File: src/shared/supervisor_pkg.sv
// Constants and types shared by the supply supervisor reset block
package supervisor_pkg;
    // ==========================================================
    // Timing
    localparam int CLK_PERIOD_PS = 8000;
    localparam int RESET_PULSE_MS = 200;
    localparam int RESET_PULSE_MIN_MS = 140;
    localparam int RESET_PULSE_MAX_MS = 280;
    localparam longint PULSE_CYCLES_L = (longint'(RESET_PULSE_MS) * 1000000000) / CLK_PERIOD_PS;
    localparam int PULSE_CYCLES = int'(PULSE_CYCLES_L);
    localparam int CNT_W = 32;
    localparam int SYNC_STAGES = 2;
    // ==========================================================
    // Reset values
    localparam logic RST_OUT_N_RESET = 1'b0;
    localparam logic PF_FLAG_N_RESET = 1'b0;
    localparam logic SEL_BACKUP_RESET = 1'b0;
    // Synchronizer reset, bit 0 upward: supply low, manual reset idle,
    // sense low, no switch request from either comparator
    localparam logic [4:0] SYNC_INIT = 5'h03;
    // ==========================================================
    // States
    typedef enum logic [2:0] {
        ST_HOLD = 3'b001,
        ST_EXTEND = 3'b010,
        ST_RUN = 3'b100
    } sup_state_t;
endpackage

File: src/hdl/supply_supervisor_reset.sv
// Supply supervisor: reset generator, power-fail flag and backup switch select
`timescale 1ns/1ps
`default_nettype none
// Function
// RL1 - Reset low while main supply below trip
// RL2 - Hold reset for pulse time, then release
// RL3 - Timer restarts while supply stays low
// RL4 - Pulse follows either release event
// RL5 - Manual reset low holds, then extends
// RL6 - Manual reset release starts extension timer
// RL7 - Unused manual reset left floating, pulled high; this block has no pull-up, so the pin must be driven
// RL8 - Power-fail flag low when sense low
// RL9 - Unused sense input tied, never floating
// RL10 - Backup mode forces power-fail flag low
// RL11 - Backed output follows main when above trip
// RL12 - Backup only if below trip and higher
// RL13 - Switchover uses comparator hysteresis band
// RL14 - Reset stays defined while backup present
// RL15 - No separate manual reset debounce
// RL16 - Counter timer, synchronized comparator inputs
// RL17 - Backup mode holds reset, ignores manual
module supply_supervisor_reset
#(
    parameter int PULSE_COUNT = supervisor_pkg::PULSE_CYCLES
) (
    input wire logic mclk,
    input wire logic nrst,
    input wire logic clk_en,
    input wire logic main_below_trip,
    input wire logic manual_reset_input_n,
    input wire logic power_fail_sense_input,
    input wire logic backup_above_main,
    input wire logic main_above_backup,
    output logic reset_out_n,
    output logic power_fail_flag_n,
    output logic backed_supply_output
);
    import supervisor_pkg::*;

    // ==========================================================
    // Reset release
    logic [SYNC_STAGES-1:0] rst_sync_r;
    wire rst_n = rst_sync_r[SYNC_STAGES-1];

    always_ff @(posedge mclk or negedge nrst) begin
        if (!nrst) begin
            rst_sync_r <= '0;
        end else begin
            rst_sync_r <= {rst_sync_r[SYNC_STAGES-2:0], 1'b1};
        end
    end

    // ==========================================================
    // Input synchronizers, first stage read only by second
    localparam int NIN = 5;
    logic [NIN-1:0] s1_r;
    logic [NIN-1:0] s2_r;
    wire [NIN-1:0] raw_in = {main_above_backup, backup_above_main, power_fail_sense_input,
                             manual_reset_input_n, main_below_trip};

    always_ff @(posedge mclk or negedge rst_n) begin
        if (!rst_n) begin
            s1_r <= SYNC_INIT;
            s2_r <= SYNC_INIT;
        end else if (clk_en) begin
            s1_r <= raw_in; // RL16
            s2_r <= s1_r;
        end
    end

    wire below_s = s2_r[0];
    wire mr_n_s = s2_r[1];
    wire pfi_ok_s = s2_r[2];
    wire bk_gt_s = s2_r[3];
    wire mn_gt_s = s2_r[4];

    // ==========================================================
    // Backup switch select with hysteresis: the two comparator
    // outputs carry the +20 mV and -20 mV offsets; between them
    // the previous selection is kept.
    logic sel_backup_r;
    wire sel_backup_nxt = !below_s ? 1'b0 : // RL11
                          (bk_gt_s ? 1'b1 : (mn_gt_s ? 1'b0 : sel_backup_r)); // RL12 RL13

    always_ff @(posedge mclk or negedge rst_n) begin
        if (!rst_n) begin
            sel_backup_r <= SEL_BACKUP_RESET;
        end else if (clk_en) begin
            sel_backup_r <= sel_backup_nxt;
        end
    end

    // ==========================================================
    // Reset pulse state machine
    sup_state_t state_r;
    sup_state_t state_nxt;
    logic [CNT_W-1:0] cnt_r;
    logic [CNT_W-1:0] cnt_nxt;

    // Only the run state lets the processor out of reset
    function automatic logic is_run(sup_state_t s);
        return s == ST_RUN;
    endfunction

    // Manual reset is ignored in backup mode; no debounce, pulse covers bounce
    wire mr_act = !mr_n_s && !sel_backup_r; // RL15 RL17
    wire hold_cond = below_s || mr_act || sel_backup_r; // RL1 RL5
    wire cnt_done = (cnt_r >= CNT_W'(PULSE_COUNT - 1));

    always_comb begin
        state_nxt = state_r;
        cnt_nxt = cnt_r;
        case (state_r)
            ST_HOLD: begin
                cnt_nxt = '0; // RL3
                if (!hold_cond) begin
                    state_nxt = ST_EXTEND; // RL4 RL6
                end
            end
            ST_EXTEND: begin
                if (hold_cond) begin
                    state_nxt = ST_HOLD; // RL3
                    cnt_nxt = '0;
                end else if (cnt_done) begin
                    state_nxt = ST_RUN; // RL2
                end else begin
                    cnt_nxt = cnt_r + CNT_W'(1); // RL16
                end
            end
            ST_RUN: begin
                cnt_nxt = '0;
                if (hold_cond) begin
                    state_nxt = ST_HOLD; // RL1
                end
            end
            default: begin
                state_nxt = ST_HOLD;
                cnt_nxt = '0;
            end
        endcase
    end

    // Next output values; RUN is the only state with reset released
    wire reset_n_nxt = is_run(state_nxt); // RL14
    wire pf_n_nxt = pfi_ok_s && !sel_backup_nxt; // RL8 RL10

    always_ff @(posedge mclk or negedge rst_n) begin
        if (!rst_n) begin
            state_r <= ST_HOLD;
            cnt_r <= '0;
            reset_out_n <= RST_OUT_N_RESET;
            power_fail_flag_n <= PF_FLAG_N_RESET;
            backed_supply_output <= SEL_BACKUP_RESET;
        end else if (clk_en) begin
            state_r <= state_nxt;
            cnt_r <= cnt_nxt;
            reset_out_n <= reset_n_nxt;
            power_fail_flag_n <= pf_n_nxt;
            backed_supply_output <= sel_backup_nxt;
        end
    end

    // ==========================================================
    // Assertion helper: cycles since the hold condition cleared
    logic [CNT_W-1:0] free_run_r;

    always_ff @(posedge mclk or negedge rst_n) begin
        if (!rst_n) begin
            free_run_r <= '0;
        end else if (clk_en) begin
            if (hold_cond) begin
                free_run_r <= '0;
            end else if (free_run_r != '1) begin
                free_run_r <= free_run_r + CNT_W'(1);
            end
        end
    end

    // ==========================================================
    // Assertions
    a_reset_low_below: assert property (@(posedge mclk) disable iff (!rst_n) // RL1
        (clk_en && below_s) |=> !reset_out_n)
        else $error("reset released while supply below trip");

    a_reset_mr_hold: assert property (@(posedge mclk) disable iff (!rst_n) // RL5
        (clk_en && !mr_n_s) |=> !reset_out_n)
        else $error("reset released while manual reset low");

    a_pulse_length: assert property (@(posedge mclk) disable iff (!rst_n) // RL2
        (clk_en && state_r == ST_EXTEND && cnt_r == '0 && !hold_cond) |=>
        (cnt_r == CNT_W'(1) || !clk_en || state_r != ST_EXTEND))
        else $error("pulse counter not advancing");

    a_release_done: assert property (@(posedge mclk) disable iff (!rst_n) // RL4
        $rose(reset_out_n) |-> $past(cnt_done))
        else $error("reset released before pulse time");

    a_restart_timer: assert property (@(posedge mclk) disable iff (!rst_n) // RL3
        (clk_en && hold_cond) |=> cnt_r == '0)
        else $error("timer not restarted on hold");

    a_pf_backup: assert property (@(posedge mclk) disable iff (!rst_n) // RL10
        backed_supply_output |-> !power_fail_flag_n)
        else $error("power-fail flag high in backup mode");

    a_pf_follow: assert property (@(posedge mclk) disable iff (!rst_n) // RL8
        (clk_en && !pfi_ok_s) |=> !power_fail_flag_n)
        else $error("power-fail flag not low on low sense");

    a_main_select: assert property (@(posedge mclk) disable iff (!rst_n) // RL11
        (clk_en && !below_s) |=> !backed_supply_output)
        else $error("backup selected above trip");

    a_backup_only: assert property (@(posedge mclk) disable iff (!rst_n) // RL12
        $rose(backed_supply_output) |-> $past(below_s && bk_gt_s))
        else $error("backup selected without both conditions");

    a_backup_hold: assert property (@(posedge mclk) disable iff (!rst_n) // RL17
        backed_supply_output |-> !reset_out_n)
        else $error("reset released in backup mode");

    // ==========================================================
    // Pulse timing, selection and freeze checks
    a_release_exact: assert property (@(posedge mclk) disable iff (!rst_n) // RL2
        $rose(reset_out_n) |-> free_run_r == CNT_W'(PULSE_COUNT + 1))
        else $error("reset released after wrong pulse length");

    a_release_gap: assert property (@(posedge mclk) disable iff (!rst_n) // RL4
        reset_out_n |-> free_run_r >= CNT_W'(PULSE_COUNT + 1))
        else $error("reset high without a full quiet pulse time");

    a_extend_count: assert property (@(posedge mclk) disable iff (!rst_n) // RL16
        (clk_en && state_r == ST_EXTEND && !hold_cond && !cnt_done) |=>
        (cnt_r == $past(cnt_r) + CNT_W'(1)))
        else $error("pulse counter skipped a cycle");

    a_dip_restart: assert property (@(posedge mclk) disable iff (!rst_n) // RL3
        (clk_en && hold_cond && state_r == ST_EXTEND) |=> state_r == ST_HOLD)
        else $error("dip during pulse did not restart it");

    a_below_hold: assert property (@(posedge mclk) disable iff (!rst_n) // RL1
        (clk_en && below_s) |=> state_r == ST_HOLD)
        else $error("supply low but timer not held");

    a_mr_release: assert property (@(posedge mclk) disable iff (!rst_n) // RL6
        (clk_en && state_r == ST_HOLD && $rose(mr_n_s) && !below_s && !sel_backup_r) |=>
        state_r == ST_EXTEND)
        else $error("manual reset release did not start the pulse");

    a_pf_high: assert property (@(posedge mclk) disable iff (!rst_n) // RL8
        (clk_en && pfi_ok_s && !sel_backup_nxt) |=> power_fail_flag_n)
        else $error("power-fail flag low with sense above reference");

    a_pf_forced: assert property (@(posedge mclk) disable iff (!rst_n) // RL10
        (clk_en && sel_backup_nxt) |=> !power_fail_flag_n)
        else $error("power-fail flag not forced low on backup entry");

    a_backup_enter: assert property (@(posedge mclk) disable iff (!rst_n) // RL12
        (clk_en && below_s && bk_gt_s) |=> backed_supply_output)
        else $error("backup not selected with both conditions");

    a_band_keep: assert property (@(posedge mclk) disable iff (!rst_n) // RL13
        (clk_en && below_s && !bk_gt_s && !mn_gt_s) |=> $stable(backed_supply_output))
        else $error("selection changed inside hysteresis band");

    a_main_return: assert property (@(posedge mclk) disable iff (!rst_n) // RL13
        (clk_en && mn_gt_s && !bk_gt_s) |=> !backed_supply_output)
        else $error("main not restored above backup");

    a_select_track: assert property (@(posedge mclk) disable iff (!rst_n) // RL11
        backed_supply_output == sel_backup_r)
        else $error("switch output differs from selection");

    a_out_state: assert property (@(posedge mclk) disable iff (!rst_n) // RL14
        reset_out_n == is_run(state_r))
        else $error("reset output not defined by state");

    a_state_onehot: assert property (@(posedge mclk) disable iff (!rst_n) // RL14
        $onehot(state_r))
        else $error("state register not one-hot");

    a_count_range: assert property (@(posedge mclk) disable iff (!rst_n) // RL16
        cnt_r <= CNT_W'(PULSE_COUNT - 1))
        else $error("pulse counter beyond terminal count");

    a_freeze_out: assert property (@(posedge mclk) disable iff (!rst_n) // RL16
        !clk_en |=> ($stable(reset_out_n) && $stable(power_fail_flag_n) &&
        $stable(backed_supply_output)))
        else $error("output changed while clock enable low");

    a_freeze_count: assert property (@(posedge mclk) disable iff (!rst_n) // RL16
        !clk_en |=> ($stable(cnt_r) && $stable(state_r)))
        else $error("timer moved while clock enable low");

    a_backup_mr: assert property (@(posedge mclk) disable iff (!rst_n) // RL17
        (clk_en && sel_backup_r && state_r == ST_HOLD) |=> state_r == ST_HOLD)
        else $error("pulse started during backup mode");

    // ==========================================================
    // Scenario covers

    c_power_up: cover property (@(posedge mclk) disable iff (!rst_n) $rose(reset_out_n));
    c_brownout: cover property (@(posedge mclk) disable iff (!rst_n)
        state_r == ST_EXTEND ##1 state_r == ST_HOLD);
    c_backup: cover property (@(posedge mclk) disable iff (!rst_n) $rose(backed_supply_output));
    c_manual: cover property (@(posedge mclk) disable iff (!rst_n)
        reset_out_n ##1 (!mr_n_s));
    c_freeze: cover property (@(posedge mclk) disable iff (!rst_n)
        !clk_en && state_r == ST_EXTEND);
endmodule
`default_nettype wire

File: config.mk
export PLATFORM = sky130hd
export DESIGN_NAME = supply_supervisor_reset
export DESIGN_NICKNAME = d
export VERILOG_FILES = /design/src/shared/supervisor_pkg.sv /design/src/hdl/supply_supervisor_reset.sv
export SDC_FILE = /design/constraint.sdc
export NUM_CORES = 1
export LEC_CHECK = 0
export BUFFER_PORTS_ARGS = -buffer_cell sky130_fd_sc_hd__buf_2
export CAP_MARGIN = 5
export CORE_MARGIN = 4
export CORE_UTILIZATION = 30
export CTS_BUF_LIST = sky130_fd_sc_hd__clkbuf_4
export CTS_CLUSTER_DIAMETER = 150
export CTS_CLUSTER_SIZE = 30
export DETAILED_ROUTE_END_ITERATION = 6
export GPL_TIMING_DRIVEN = 0
export SLEW_MARGIN = 40
export SYNTH_ARGS = -nofsm -noshare
export SYNTH_HDL_FRONTEND = slang
export SYNTH_SLANG_ARGS = --single-unit
File: constraint.sdc
create_clock -name mclk -period 1.6 [get_ports mclk]
set_input_delay 0 -clock mclk [delete_from_list [all_inputs] [get_ports mclk]]
set_output_delay 0 -clock mclk [all_outputs]
set_load 0.01 [all_outputs]
* Word-level counts from Yosys, hierarchy flattened
Index checks and enable logic that the tools add are counted.
Widths: inputs -> output; s select.
** Word-level totals
- Register bits after elaboration :: 50
- Output and inout bits :: 3
- Word-level logic and storage cells :: 34
** Cells by class
- Add/sub/neg operators :: 1
- Magnitude comparators :: 1
- Equal/unequal tests :: 5
- Muxes and demuxes :: 11
- Reductions and logical operators :: 8
** Operators with widths (count)
- $mux 32 :: 3
- $add 32x1->32 const B :: 1
- $ge 32x25->1 const B :: 1
- $mux 3 :: 4
- $pmux 3 s3 :: 1
- $eq 3x3->1 const B :: 2
- $eq 3x1->1 const B :: 1
- $eq 3x2->1 const B :: 1
- $logic_not 1->1 :: 3
- $mux 1 :: 3
- $ne 3x3->1 const B :: 1
- $logic_and 1x1->1 :: 2
- $logic_or 1x1->1 :: 2
- $reduce_and 2->1 :: 1

* Depth between registers and ports, before layout
Gate-level depths: netlist (run 1).
- Depth after elaboration :: 7
- Gate-level depth with buffers :: 9

* Worst setup path after synthesis (run 1)
Ideal clock, no wire load.
- Path kind :: register -> register
- From :: register state_r[0]
- To :: register cnt_r[9]
- Setup time :: 77 ps
- Arrival time :: 1836 ps
- Required time :: 1523 ps
- Setup slack :: -314 ps
- Stages on the path, launching flop included :: 9
- Path buffers :: 2
- Clock period less this slack :: 1914 ps
- Cells stage by stage :: dfstp_2 -> nor4b_4 -> and2_1 -> buf_4 -> nand3_2 -> nand3_4 -> buf_6 -> or4_1 -> a21oi_1
** Between the ends
- Cells in the longest elaborated chain, start to end :: 3
** Ends and longest elaborated chain
- from (decl) :: line supply_supervisor_reset.sv:95 : sup_state_t state_r;
- from (signal assigned) :: line supply_supervisor_reset.sv:155 : state_r <= state_nxt;
- $eq 3x2->1 (*) :: line supply_supervisor_reset.sv:113 : case (state_r)
- $ne 3x3->1 (no source line)
- $reduce_and 2->1 (no source line)
- to (signal assigned) :: line supply_supervisor_reset.sv:156 : cnt_r <= cnt_nxt;
- to (decl) :: line supply_supervisor_reset.sv:97 : logic [CNT_W-1:0] cnt_r;
Every way passes the cells marked *; elsewhere a longest branch is shown, timed or not.
A chain may end at the register's enable or synchronous reset.

* Worst setup path after layout (run 1)
- From :: register cnt_r[8]
- To :: register cnt_r[22]
** Between the ends
- Cells in the longest elaborated chain, start to end :: 4
** Ends and longest elaborated chain
- $add 32x1->32 :: line supply_supervisor_reset.sv:127 : cnt_nxt = cnt_r + CNT_W'(1);
- $mux 32 :: line supply_supervisor_reset.sv:124 : end else if (cnt_done) begin
- $mux 32 :: line supply_supervisor_reset.sv:121 : if (hold_cond) begin
- $mux 32 :: line supply_supervisor_reset.sv:113
Several ways; a longest one is shown, not always the timed one. The select of a mux whose other input is x is not followed.

==> impl_metrics.ini, run 1 <==
[setup_path]
reg2reg_setup_slack_ns = -0.52
max_stage_delay_ns = 0.52
required_ns = 1.91
r2r-start = cnt_r[8]$_DFFE_PN0P_
crit_chain = nand2_1, or2_4, nor4_2, nand4_1, or3_1, a21oi_1
timing.rr.end = cnt_r[22]$_DFFE_PN0P_
path_depth = 6
crit_type = register to register
cp_max_fo = 5
cpLargestDelayFamily = simple AND/OR/NAND/NOR gates
worstRegToRegCells = 6
critPathArrivalTime_ns = 2.43
start_kind = register
path_buf_inv = 0
critPathCaptureType = register
crit_slowest_cell = dfrtp_1

[floorplan]
io_pins = 11
coreArea_um2 = 8220
initial_core_util = 0.308
fp-row-count = 33
die-area_um2 = 9980
fp.dieW_um = 99.9
fp.dieH_um = 99.9

[route]
wl_per_cell_um = 15.0
routed_wl_mm = 6.25
drc = 0
drt_iter0_drc = 91
ant_nets = 0
dr.pass1.iters = 4
vias = 2183
post_drt_via_cell_ratio = 5.25

[power_and_ir_drop]
switching_share = 0.284
p_int_mw = 1.66
powerDensity_nw_per_um2 = 669
power_frac_comb = 0.118
seq_power_share = 0.597
p_sw_mw = 0.656
max-vdd-ir-drop_uv = 621
clkPwrFrac = 0.285
p_leak_nw = 1.43

[yosys]
synthAdderAreaFrac = 0.00494
yosys_warnings = 0
synth_commonest_cells = dfrtp_1, nand2_1, a21oi_1, nand3_1, o21ai_0
ys_seq_area_frac = 0.497
ys_ff_latch = 50
avgSynthCellArea_um2 = 9.89
synth_compound_area_frac = 0.134
async_flop_share = 1.00
synth-xor-area-share = 0
synthSimpleGateAreaFrac = 0.282
synth_top_family_by_area = simple AND/OR/NAND/NOR gates
ys_types = 47
synth_top_cell_area_share = 0.445
synthTopCellsByArea = dfrtp_1, dfstp_2, nand2_1
yosysMostFrequentCell = dfrtp_1
syn_area_um2 = 2530
synth_ff_type = dfrtp_1
syn_inst = 256
synth_area_leader_cell = dfrtp_1
syn_nets = 265
synth_edf_count = 0
muxShareOfSynthArea = 0.0445

[final_layout]
drive_gt1_frac = 0.418
diodes = 0
multi_input_area_um2 = 1440
area.growth.synth_to_final_pct = 36.5
final_net_count = 319
fillers = 786
regArea_um2 = 1260
fin_area_um2 = 3460

[clock_tree]
clockRootBuffer = clkbuf_4
clock-sinks = 50
cts_buffers = 5
cts_tree = yes
htree_levels = 2
clk_pin_slew_worst_paths_ns = 0.17
insertion_delay_ns = 0.39
cts_buffer_depth = 2

[global_route]
grt_pass1_vias = 2133
grt_first_pass_wirelength_mm = 10.2
grt_overflow_total = 0
grt_usage = 0.126
grt_max_degree = 37
antenna_found_initial = 0

[run]
cap_violations = 0

[sta]
setup_ws_ns = -0.518
finalHoldViolations = 0
drv_slew = 0
worst_slew_pin_slew_ns = 0.539
slew-limit-headroom = 0.641
setup_viol = 28
min_period_over_period = 1.32
fin_skew_ns = 0.0169
hold_slack_ns = 0.0496
rsz0062_at_grt = yes
fin_crit_ns = 2.12
max_freq_mhz = 472

[placement]
dp_slack_ns = -0.549
hpwl_mm = 3.88
routabilityCongestion = 0.834
placed_cell_area_um2 = 2780
port_buffers = 9

[status]
outcome = finished with violations
violations = setup timing

[min_path]
hold_start = clk_en
min_to = cnt_r[0]$_DFFE_PN0P_
min_delay_path_depth = 3
hold_path.class = input port to register
sequential cells by signal, indices dropped and copies added, names as in the netlist:
signal and cells:
state_r 3, s1_r 5, s2_r 5, power_fail_flag_n 1, cnt_r 32, backed_supply_output 1
rst_sync_r 2, reset_out_n 1
cell usage in the layout (no fill, tap or decap), types with 3 or more instances in the layout:
cell,instances
dfrtp_1,42
nand2_1,24
buf_4,20
buf_6,12
a21oi_1,11
nand3_1,10
buf_2,10
mux2_2,10
nand4_1,9
nor2_1,8
o211ai_1,7
or3_1,7
o21ai_0,7
and2_1,7
dlygate4sd3_1,7
inv_1,6
or4_4,6
o21ai_1,5
o31ai_2,5
or4_1,5
a21oi_2,5
clkbuf_4,5
dfstp_2,5
nand3_2,4
nand2_2,4
nand2_4,4
or2_4,4
nor4_2,3
nor4_4,3
and2_4,3
buf_8,3
o31ai_1,3
worst min-delay path, stage by stage:
cell	delay [ns]
buf_2	0.18
nand2_2	0.17
o31ai_2	0.07
final cells by class:
cell class	instances	area share
Clock inverter	3	0.00760
Tap cell	105	0.0380
Sequential cell	50	0.366
Inverter	6	0.00651
Clock buffer	5	0.0109
Buffer	11	0.0290
Multi-Input combinational cell	188	0.415
Timing Repair Buffer	48	0.127
per-layer routing:
layer / GRT usage / routed length [µm] / vias to the layer above
li1: - / - / 1053
met5: 0 / 0 / -
met4: 0.0357 / 107 / 0
met3: 0.0229 / 157 / 12
met2: 0.199 / 3020 / 37
met1: 0.176 / 2960 / 1081
power by group through the flow:
stage               combinational [mW]  clock (mW)  sequential [mW]
global route                     0.301       0.729             1.39
detailed placement               0.199           0             1.41
CTS                              0.262       0.683             1.38
finish                           0.273       0.658             1.38
global placement                 0.173           0             1.42
floorplan                        0.126           0             1.41
metrics by stage:
stage                util  TNS, ns  power [mW]  instances
floorplan               -    -3.77        1.54        256
global placement    0.336   -34.98        1.59        370
detailed placement  0.339   -12.51        1.61        371
CTS                 0.397    -9.19        2.33        407
global route        0.421   -13.11        2.42        416
finish              0.421    -9.76        2.31        416
repair_timing:
item | 4_1_cts | 5_1_grt
hold endpoints to repair | 7 | 0
pin swaps | 27 | 16
gates resized for setup | 47 | 29
gates cloned | 2 | 1
setup buffers | 20 | 9
hold buffers | 7 | 0
endpoints found under the setup margin | 35 | 35
how the worst max path moves through the flow:
| stage | to | slack, ns | from |
|---|---|---|---|
| 2_1_floorplan | cnt_r[12]$_DFFE_PN0P_ | -0.26 | cnt_r[0]$_DFFE_PN0P_ |
| 3_3_place_gp | cnt_r[15]$_DFFE_PN0P_ | -0.53 | rst_sync_r[1]$_DFF_PN0_ |
| 3_5_place_dp | cnt_r[9]$_DFFE_PN0P_ | -0.55 | cnt_r[25]$_DFFE_PN0P_ |
| 4_1_cts | cnt_r[12]$_DFFE_PN0P_ | -0.48 | cnt_r[25]$_DFFE_PN0P_ |
| 5_1_grt | cnt_r[22]$_DFFE_PN0P_ | -0.59 | cnt_r[8]$_DFFE_PN0P_ |
| 6_report | cnt_r[22]$_DFFE_PN0P_ | -0.52 | cnt_r[8]$_DFFE_PN0P_ |
cell families (layout without fill, tap and decap cells):
family | after synthesis | count (layout)
and+or+nand+nor | 122 | 122
muxes | 10 | 10
AOI/OAI and AO/OA | 54 | 54
buffers and inverters | 18 | 73
adders and majority gates | 1 | 1
other | 1 | 1
DFF | 50 | 50
Note: power is estimated with default switching activity, not from simulation.
==> inputs of run 2 (changes only) <==
Settings changed: CELL_PAD_IN_SITES_DETAIL_PLACEMENT set to 1, CELL_PAD_IN_SITES_GLOBAL_PLACEMENT set to 2, PLACE_DENSITY_LB_ADDON set to 0.1, TNS_END_PERCENT set to 5.
==> impl_metrics.ini, run 2 (synthesis gave the netlist of run 1 again) <==
[setup_path]
required_ns = 1.87
crit_chain = nor4_4, nand3_2, or2_1, or4_4, a21oi_1, o22ai_1
crit_slowest_cell = or4_4
start_kind = register
cp_max_fo = 3
crit_type = register to register
reg2reg_setup_slack_ns = -0.52
critPathArrivalTime_ns = 2.39
max_stage_delay_ns = 0.55
critPathCaptureType = register

[global_route]
use_met2 = 0.240
use_met3 = 0.0278
grt_use_met1 = 0.213
grt_first_pass_wirelength_mm = 11.9
grt_max_degree = 35
top_usage_layer = met2
grt_usage = 0.151
antenna_found_initial = 0
grt_overflow_total = 0
grt_pass1_vias = 2194

[sta]
setup_tns_ns = -9.94
max_freq_mhz = 471
fin_skew_ns = 0.0103
drv_slew = 0
setup_ws_ns = -0.523
finalHoldViolations = 0
fin_crit_ns = 2.12
setup_viol = 28
hold_slack_ns = 0.0843
worst_slew_pin_slew_ns = 0.546
rsz0062_at_grt = yes
min_period_over_period = 1.33
slew-limit-headroom = 0.636

[status]
outcome = finished with violations
violations = setup timing

[power_and_ir_drop]
finalPower_mw = 2.38
max-vdd-ir-drop_uv = 324
p_leak_nw = 1.24
powerDensity_nw_per_um2 = 768

[placement]
hpwl_mm = 4.85
routabilityCongestion = 0.730
dp_slack_ns = -0.837
port_buffers = 9

[clock_tree]
cts_buffer_depth = 2
cts_tree = yes
htree_levels = 2
cts_buffers = 5
insertion_delay_ns = 0.37
clockRootBuffer = clkbuf_4
clock-sinks = 50
clk_pin_slew_worst_paths_ns = 0.16

[floorplan]
initial_core_util = 0.308
fp.dieW_um = 99.9
fp-row-count = 33
coreArea_um2 = 8220
io_pins = 11
fp.dieH_um = 99.9
die-area_um2 = 9980

[final_layout]
top_register = cnt_r
drive_gt1_frac = 0.286
diodes = 0
fillers = 939
largest_reg_flops = 32
mostFrequentLayoutCell = dfrtp_1
final_cell_mix = dfrtp_1, nand2_1, a21oi_1
area.growth.synth_to_final_pct = 22.3
reg_top3 = cnt_r (32), s1_r (5), s2_r (5)
final_net_count = 298
finish.utilization = 0.377

[route]
routed_wl_mm = 6.74
wl_per_cell_um = 17.1
dr.pass1.iters = 4
post_drt_via_cell_ratio = 5.25
drt_iter0_drc = 42
vias = 2074
ant_nets = 0
drc = 0

[run]
cap_violations = 0

[min_path]
hold_path.class = input port to register
run 2: changes by cell type in the layout (fill, tap and decap cells not counted), moves of 5 or more:
cell / delta
or4_4: -5
a21oi_1: +5
or4_1: +5
o31ai_2: -5
buf_4: -11
buf_6: -7
nand2_1: +6
a21oi_2: -5
o31ai_1: +5
o21ai_0: +5
run 2: power by group:
part | total, mW | switching (mW) | internal (mW) | leakage (nW)
combinational | 0.216 | 0.114 | 0.103 | 0.546
sequential | 1.38 | 0.0514 | 1.33 | 0.650
clock | 0.780 | 0.433 | 0.347 | 0.0419
run 2: metrics by stage:
| stage | instances | cell area (µm²) |
|---|---|---|
| after CTS | 395 | 3090 |
| final | 395 | 3100 |
| after floorplan | 256 | 2560 |
| after detailed placement | 371 | 2760 |
| after global placement | 370 | 2740 |
| after global routing | 395 | 3100 |
run 2: layer usage:
metal	part of all wire	routed length, µm	vias to the layer above
met4	0.011	75	0
met5	0	0	-
met2	0.48	3200	12
met3	0.016	108	5
met1	0.50	3350	1053
li1	-	-	1004
run 2: cell type report:
class,instances,area [µm²],area share
inverters,6,22.5,0.00727
flip-flops and latches,50,1270,0.410
clock inverters,2,37.5,0.0121
clock buffers,6,45.0,0.0145
repair buffers,26,203,0.0654
multi-input cells,188,1300,0.420
plain buffers,12,90.1,0.0291
well taps,105,131,0.0424
run 2: what timing repair did:
item,in CTS,in global routing
buffers inserted,9,0
pin swaps,13,7
hold buffers,7,0
endpoints found under the setup margin,35,35
gates resized for setup,22,7
hold endpoints to repair,7,0
run 2: critical path: cells and delay by family, from the launching register on:
family	cells	cell delay [ns]
DFF	1	0.43
AOI/OAI and AO/OA	2	0.25
and+or+nand+nor	4	1.34
run 2: final timing paths:
check                                   startpoint                     to  depth (start not counted)
min reg2reg                rst_sync_r[1]$_DFF_PN0_   cnt_r[4]$_DFFE_PN0P_                          0
min                                         clk_en  cnt_r[21]$_DFFE_PN0P_                          4
min in group asynchronous  rst_sync_r[1]$_DFF_PN0_   cnt_r[4]$_DFFE_PN0P_                          0
max reg2reg                  cnt_r[25]$_DFFE_PN0P_  cnt_r[12]$_DFFE_PN0P_                          6
max in group asynchronous  rst_sync_r[1]$_DFF_PN0_    s2_r[1]$_DFFE_PN1P_                          1
max                          cnt_r[25]$_DFFE_PN0P_  cnt_r[12]$_DFFE_PN0P_                          6
